$ cat src/design/adc_window_defines.svh
// Register addresses, field positions and reset values of the window detector.
`ifndef ADC_WINDOW_DEFINES_SVH
`define ADC_WINDOW_DEFINES_SVH

`define ADDR_UPPER_LO 8'hC4
`define ADDR_UPPER_HI 8'hC5
`define ADDR_LOWER_LO 8'hC6
`define ADDR_LOWER_HI 8'hC7
`define ADDR_CONTROL 8'hE8
`define ADDR_RESULT_HI 8'hBF
`define ADDR_RESULT_LO 8'hBE

`define RST_UPPER_BYTE 8'hFF
`define RST_LOWER_BYTE 8'h00
`define RST_RESULT 16'h0000

`define BIT_LEFT_ALIGN 0
`define BIT_WINDOW_FLAG 1

`endif

$ cat src/design/adc_window_pkg.sv
// Types and shared arithmetic of the window detector.
package adc_window_pkg;

	typedef logic [7:0] byte_t;
	typedef logic [15:0] word_t;
	typedef logic [9:0] sample_t;

	// Places a 10-bit sample in the 16-bit result word.
	function automatic word_t justify(input sample_t s, input logic left, input logic diff);
		word_t w;
		w = 16'h0000;
		if (left) begin
			w = {s, 6'h00};
		end else begin
			w = {{6{diff & s[9]}}, s};
		end
		return w;
	endfunction

	// Strict less-than, signed for differential pairs and unsigned otherwise.
	function automatic logic below(input word_t a, input word_t b, input logic diff);
		logic r;
		r = 1'b0;
		if (diff) begin
			r = $signed(a) < $signed(b);
		end else begin
			r = a < b;
		end
		return r;
	endfunction

	// Window test: inside when lower exceeds upper, outside otherwise.
	function automatic logic window_hit(input word_t res, input word_t gt, input word_t lt,
		input logic diff);
		logic r;
		r = 1'b0;
		if (below(gt, lt, diff)) begin
			r = below(res, lt, diff) && below(gt, res, diff);
		end else begin
			r = below(res, lt, diff) || below(gt, res, diff);
		end
		return r;
	endfunction

endpackage

$ cat src/design/limit_if.sv
// Link between the bus decoder and the limit register file.
`timescale 1ns/1ps
interface limit_if;
	import adc_window_pkg::*;
	logic wr_en;
	byte_t addr;
	byte_t wdata;
	word_t gt_word;
	word_t lt_word;
	modport regs (input wr_en, input addr, input wdata, output gt_word, output lt_word);
	modport user (output wr_en, output addr, output wdata, input gt_word, input lt_word);
endinterface

$ cat src/design/adc_window_detector.sv
// Window detector on the converter result path, with its special-function registers.
`timescale 1ns/1ps
`include "adc_window_defines.svh"
module adc_window_detector
	import adc_window_pkg::*;
(
	input wire logic clk,
	input wire logic reset_n,
	input wire logic [7:0] sfr_addr,
	input wire logic [7:0] sfr_wdata,
	input wire logic sfr_wr,
	input wire logic sfr_rd,
	output logic [7:0] sfr_rdata,
	input wire logic conv_done,
	input wire logic [9:0] conv_data,
	input wire logic diff_mode,
	output logic window_match_flag
);
	limit_if lim ();

	logic flag_r, flag_nxt;
	logic left_align_select_r, left_align_select_nxt;
	logic diff_r, diff_nxt;
	word_t result_r, result_nxt;
	byte_t rdata_r, rdata_nxt;
	word_t result_now;
	logic hit;
	logic ctrl_wr;

	limit_regs u_limits (
		.clk(clk),
		.reset_n(reset_n),
		.lim(lim)
	);

	// Limit writes go straight to the register file.
	assign lim.wr_en = sfr_wr;
	assign lim.addr = sfr_addr;
	assign lim.wdata = sfr_wdata;

	// The window test sees the very word that is stored, so the two never disagree.
	assign result_now = justify(conv_data, left_align_select_r,
		diff_mode);
	assign hit = conv_done && window_hit(result_now,
		lim.gt_word, lim.lt_word, diff_mode);
	assign ctrl_wr = sfr_wr && (sfr_addr == `ADDR_CONTROL);

	// Control bits and the result word; a hit wins over a clearing write in the same cycle.
	always_comb begin
		left_align_select_nxt = left_align_select_r;
		flag_nxt = flag_r;
		result_nxt = result_r;
		diff_nxt = diff_r;
		if (ctrl_wr) begin
			left_align_select_nxt = sfr_wdata[`BIT_LEFT_ALIGN];
			flag_nxt = sfr_wdata[`BIT_WINDOW_FLAG];
		end
		if (hit) begin
			flag_nxt = 1'b1;
		end
		if (conv_done) begin
			result_nxt = result_now;
			diff_nxt = diff_mode;
		end
	end

	// Read data is registered and answers one cycle after the read strobe.
	always_comb begin
		rdata_nxt = rdata_r;
		if (sfr_rd) begin
			case (sfr_addr)
				`ADDR_UPPER_HI: rdata_nxt = lim.gt_word[15:8];
				`ADDR_UPPER_LO: rdata_nxt = lim.gt_word[7:0];
				`ADDR_LOWER_HI: rdata_nxt = lim.lt_word[15:8];
				`ADDR_LOWER_LO: rdata_nxt = lim.lt_word[7:0];
				`ADDR_RESULT_HI: rdata_nxt = result_r[15:8];
				`ADDR_RESULT_LO: rdata_nxt = result_r[7:0];
				`ADDR_CONTROL: rdata_nxt = {6'h00, flag_r, left_align_select_r};
				default: rdata_nxt = 8'h00;
			endcase
		end
	end

	// Registers only.
	always_ff @(posedge clk or negedge reset_n) begin
		if (!reset_n) begin
			flag_r <= 1'b0;
			left_align_select_r <= 1'b0;
			diff_r <= 1'b0;
			result_r <= `RST_RESULT;
			rdata_r <= 8'h00;
		end else begin
			flag_r <= flag_nxt;
			left_align_select_r <= left_align_select_nxt;
			diff_r <= diff_nxt;
			result_r <= result_nxt;
			rdata_r <= rdata_nxt;
		end
	end

	assign sfr_rdata = rdata_r;
	assign window_match_flag = flag_r;
endmodule

$ cat src/design/limit_regs.sv
// The four byte-wide limit registers.
`timescale 1ns/1ps
`include "adc_window_defines.svh"
module limit_regs
	import adc_window_pkg::*;
(
	input wire logic clk,
	input wire logic reset_n,
	limit_if.regs lim
);
	byte_t upper_limit_high_byte_r, upper_limit_high_byte_nxt;
	byte_t upper_limit_low_byte_r, upper_limit_low_byte_nxt;
	byte_t lower_limit_high_byte_r, lower_limit_high_byte_nxt;
	byte_t lower_limit_low_byte_r, lower_limit_low_byte_nxt;

	// Each byte is written alone, so the window test sees torn words while software reloads.
	always_comb begin
		upper_limit_high_byte_nxt = upper_limit_high_byte_r;
		upper_limit_low_byte_nxt = upper_limit_low_byte_r;
		lower_limit_high_byte_nxt = lower_limit_high_byte_r;
		lower_limit_low_byte_nxt = lower_limit_low_byte_r;
		if (lim.wr_en) begin
			case (lim.addr)
				`ADDR_UPPER_HI: upper_limit_high_byte_nxt = lim.wdata;
				`ADDR_UPPER_LO: upper_limit_low_byte_nxt = lim.wdata;
				`ADDR_LOWER_HI: lower_limit_high_byte_nxt = lim.wdata;
				`ADDR_LOWER_LO: lower_limit_low_byte_nxt = lim.wdata;
				default: ;
			endcase
		end
	end

	// Registers only.
	always_ff @(posedge clk or negedge reset_n) begin
		if (!reset_n) begin
			upper_limit_high_byte_r <= `RST_UPPER_BYTE;
			upper_limit_low_byte_r <= `RST_UPPER_BYTE;
			lower_limit_high_byte_r <= `RST_LOWER_BYTE;
			lower_limit_low_byte_r <= `RST_LOWER_BYTE;
		end else begin
			upper_limit_high_byte_r <= upper_limit_high_byte_nxt;
			upper_limit_low_byte_r <= upper_limit_low_byte_nxt;
			lower_limit_high_byte_r <= lower_limit_high_byte_nxt;
			lower_limit_low_byte_r <= lower_limit_low_byte_nxt;
		end
	end

	// Words are high byte above low byte.
	assign lim.gt_word = {upper_limit_high_byte_r, upper_limit_low_byte_r};
	assign lim.lt_word = {lower_limit_high_byte_r, lower_limit_low_byte_r};
endmodule

$ cat config.mk
export PLATFORM = sky130hd
export DESIGN_NAME = adc_window_detector
export DESIGN_NICKNAME = d
export VERILOG_FILES = /design/src/design/adc_window_pkg.sv /design/src/design/limit_if.sv /design/src/design/adc_window_detector.sv /design/src/design/limit_regs.sv
export VERILOG_INCLUDE_DIRS = /design/src /design/src/design
export SDC_FILE = /design/constraint.sdc
export NUM_CORES = 1
export LEC_CHECK = 0
export BUFFER_PORTS_ARGS = -buffer_cell sky130_fd_sc_hd__buf_2
export CAP_MARGIN = 20
export CORE_MARGIN = 3
export CORE_UTILIZATION = 50
export CTS_BUF_LIST = sky130_fd_sc_hd__clkbuf_4 sky130_fd_sc_hd__clkbuf_8
export CTS_CLUSTER_SIZE = 10
export DETAILED_ROUTE_END_ITERATION = 10
export GPL_TIMING_DRIVEN = 0
export PLACE_DENSITY = 0.69
export SKIP_CTS_REPAIR_TIMING = 1
export SLEW_MARGIN = 20
export SYNTH_ARGS = -nofsm -noshare
export SYNTH_HDL_FRONTEND = slang
export SYNTH_SLANG_ARGS = --single-unit
$ cat constraint.sdc
create_clock -name clk -period 4.6 [get_ports clk]
set_clock_uncertainty 0.1 [all_clocks]
set_input_delay 0.46 -clock clk [delete_from_list [all_inputs] [get_ports clk]]
set_output_delay 0.46 -clock clk [all_outputs]
set_load 0.05 [all_outputs]
==> flow_summary.toml <==
[outcome]
status = "finished clean"

[sta]
final-setup-viol-count = 0
worstMarginPinSlew_ns = 0.984
drv_slew = 0
hold_viol = 0
finalCritPeriodShare_pct = 75.2
finalCriticalPeriod_ns = 3.46
fmax_mhz = 289
rsz0062_at_grt = "no"
maxSlewHeadroom_pct = 33.9
fin_tns_setup_ns = 0

[power]
p_sw_share_pct = 26.5
p_sw_uw = 355
sequentialPowerShare_pct = 42.3
p_leak_uw = 0.00215
internal_power_uw = 987
irDropWorstVdd_v = 0.000135
finalPower_uw = 1340
power_density_nw_per_um2 = 300
clkPwrFrac_pct = 41.3
p_comb_share_pct = 16.3

[worst_setup_path]
cp_data_required_time_ns = 4.73
path_buf_inv = 3
cp_max_fo = 10
start_kind = "flip-flop"
critical_path_arrival_ns = 3.59
cpPeakStageDelay_ns = 0.47
timing_worst_setup_path_type = "reg -> reg"
r2r_slack_ns = 1.14
cp_cell_sequence = "clkbuf_1, clkbuf_1, mux2i_1, inv_1, ha_1, a21oi_1, o21ai_0, a211oi_1, o21ai_0, a221oi_2, xnor2_1, o21ai_1"
cp-end-kind = "flip-flop"
cp_slowest_cell = "clkbuf_1"
critical_path.top_delay_family = "compound AO/OA/AOI/OAI gates"

[clock_tree]
clock-root-buffer = "clkbuf_8"
htree_levels = 3
clk_pin_slew_ns = 0.07
clock_path_buffers = 2
cts_buffers = 9
clock-sinks = 58
clk_latency_ns = 0.34
cts_tree = "done"

[layout]
nets = 498
final_core_util_pct = 60.1
antenna_cells = 0
drive_gt1_share_pct = 29.1
fill_cells = 662
area_growth_pct = 14.0

[synth]
synth_edf_count = 0
ys_ff_latch = 58
muxShareOfSynthArea_pct = 16.2
syn_area_um2 = 3930
synth_cell_types = 55
syn_avg_cell_area_um2 = 10.5
synth_nets = 450
synth_fa_ha_area_share_pct = 14.3
yosys_most_used_dff = "dfrtp_1"
synth-simple-area-share_pct = 11.3
netlist_instances = 373
yosysSeqAreaShare_pct = 37.4
yosys_warnings = 0
synth_top_family_by_area = "multiplexers"
synth_compound_area_share_pct = 15.2
synth_xor_area_share_pct = 0.446
async_flop_share_pct = 100

[route]
wl_per_cell_um = 18.8
avgViaCountPerCell = 5.87
first_pass_iters = 4
final_antenna_net_count = 0
drt_iter0_drc = 200
vias = 3082
drc = 0
finalWirelength_um = 9880

[place]
place.gp.congestion = 0.921
dpl.hpwl_um = 7630
portBuffers = 37

[grt]
first_global_vias = 3072
grt_max_degree = 59
globalRouteOverflowTotal = 0
grt_pass1_wl_um = 16000
grt_usage_pct = 24.1
antenna_found_initial = 0

[floorplanning]
start_util_pct = 52.8
die_area_um2 = 8960
rows = 31
coreArea_um2 = 7450
io_pins = 41
die_h_um = 94.7
dieWidth_um = 94.7

[run]
drv_cap = 0

[min_path]
hold_path.class = "in -> async"
[stage by stage]
stage | instance area (µm²) | hold slack (ns) | setup slack (ns) | std cells
after floorplan | 3930 | 0.0644 | 1.83 | 373
after global placement | 4240 | 0.390 | 1.20 | 509
after detailed placement | 4240 | 0.400 | 1.20 | 509
after CTS | 4480 | 0.100 | 1.18 | 525
after global routing | 4480 | 0.130 | 0.918 | 525
final | 4480 | 0.0800 | 1.14 | 525
[Yosys cell counts (all sizes together), types with 4 or more instances]
cell type | n | area [µm²]
a211oi | 8 | 60.1
a21o | 11 | 82.6
a21oi | 29 | 145
a221oi | 4 | 41.3
a22o | 5 | 43.8
and4 | 4 | 35.0
buf | 4 | 27.5
clkbuf | 6 | 22.5
dfrtp | 42 | 1050
dfstp | 16 | 420
ha | 45 | 563
inv | 41 | 154
mux2 | 40 | 480
mux2i | 11 | 110
nand2 | 14 | 68.8
nand2b | 9 | 63.8
nand4 | 4 | 25.0
nor2 | 29 | 128
o21ai | 13 | 65.1
o22ai | 8 | 56.3
[sequential cells by signal, summed over array words and instances, names as in the netlist]
register,flops
left_align_select_r,1
result_r,16
sfr_rdata,8
u_limits.lower_limit_high_byte_r,8
u_limits.lower_limit_low_byte_r,8
u_limits.upper_limit_high_byte_r,8
u_limits.upper_limit_low_byte_r,8
window_match_flag,1
[final timing paths]
path                                                              endpoint                             from  depth (start not counted)
min in group clk           u_limits.lower_limit_high_byte_r[5]$_DFFE_PN0P_                     sfr_wdata[5]                          2
hold / removal                                    sfr_rdata[5]$_DFFE_PN0P_                          reset_n                          1
hold reg to reg                                    result_r[5]$_DFFE_PN0P_          result_r[5]$_DFFE_PN0P_                          1
setup reg to reg                             window_match_flag$_DFFE_PN0P_  left_align_select_r$_DFFE_PN0P_                         12
setup / recovery                             window_match_flag$_DFFE_PN0P_  left_align_select_r$_DFFE_PN0P_                         12
max in group asynchronous   u_limits.lower_limit_low_byte_r[7]$_DFFE_PN0P_                          reset_n                          1
[cell usage in the layout, fill, tap and decap left out, drive strengths merged, types with 2 or more instances in the layout]
| master | count |
|---|---|
| ha | 45 |
| dfrtp | 42 |
| inv | 41 |
| buf | 41 |
| mux2 | 40 |
| a21oi | 29 |
| nor2 | 29 |
| clkbuf | 18 |
| dfstp | 16 |
| nand2 | 14 |
| o21ai | 13 |
| mux2i | 11 |
| a21o | 11 |
| nand2b | 9 |
| a211oi | 8 |
| o22ai | 8 |
| a22o | 5 |
| and4 | 4 |
| nand4 | 4 |
| a221oi | 4 |
| nand3 | 2 |
| o31ai | 2 |
| o21bai | 2 |
| a31oi | 2 |
| mux4 | 2 |
| a22oi | 2 |
| bufinv | 2 |
| nor4 | 2 |
| nor3 | 2 |
[layout make-up]
type	count	area [µm²]	area share, %
Clock buffer	12	165	3.69
Tap cell	99	124	2.77
Sequential cell	58	1470	32.8
Buffer	10	50.0	1.12
Multi-Input combinational cell	264	2250	50.3
Inverter	41	154	3.44
Clock inverter	4	72.6	1.62
Timing Repair Buffer	37	188	4.19
[power groups by stage]
stage	clock [µW]	combinational [µW]	sequential, µW
floorplan	0	145	566
global placement	0	210	575
detailed placement	0	217	576
CTS	564	219	567
global route	591	248	571
finish	555	219	568
[routing by layer]
metal	up-vias	GRT usage, %	wire length, µm
met4	0	9.98	195
met3	16	3.35	453
met1	1531	33.9	4640
met2	75	37.2	4590
li1	1460	-	-
met5	-	0	0
[cell families after synthesis]
family / Yosys count
AO/OA/AOI/OAI: 91
AND/OR/NAND/NOR: 73
flip-flops: 58
multiplexers: 53
buffers and inverters: 51
adder cells (fa/ha/maj): 45
XOR/XNOR: 2
(Power assumes the default switching activity.)
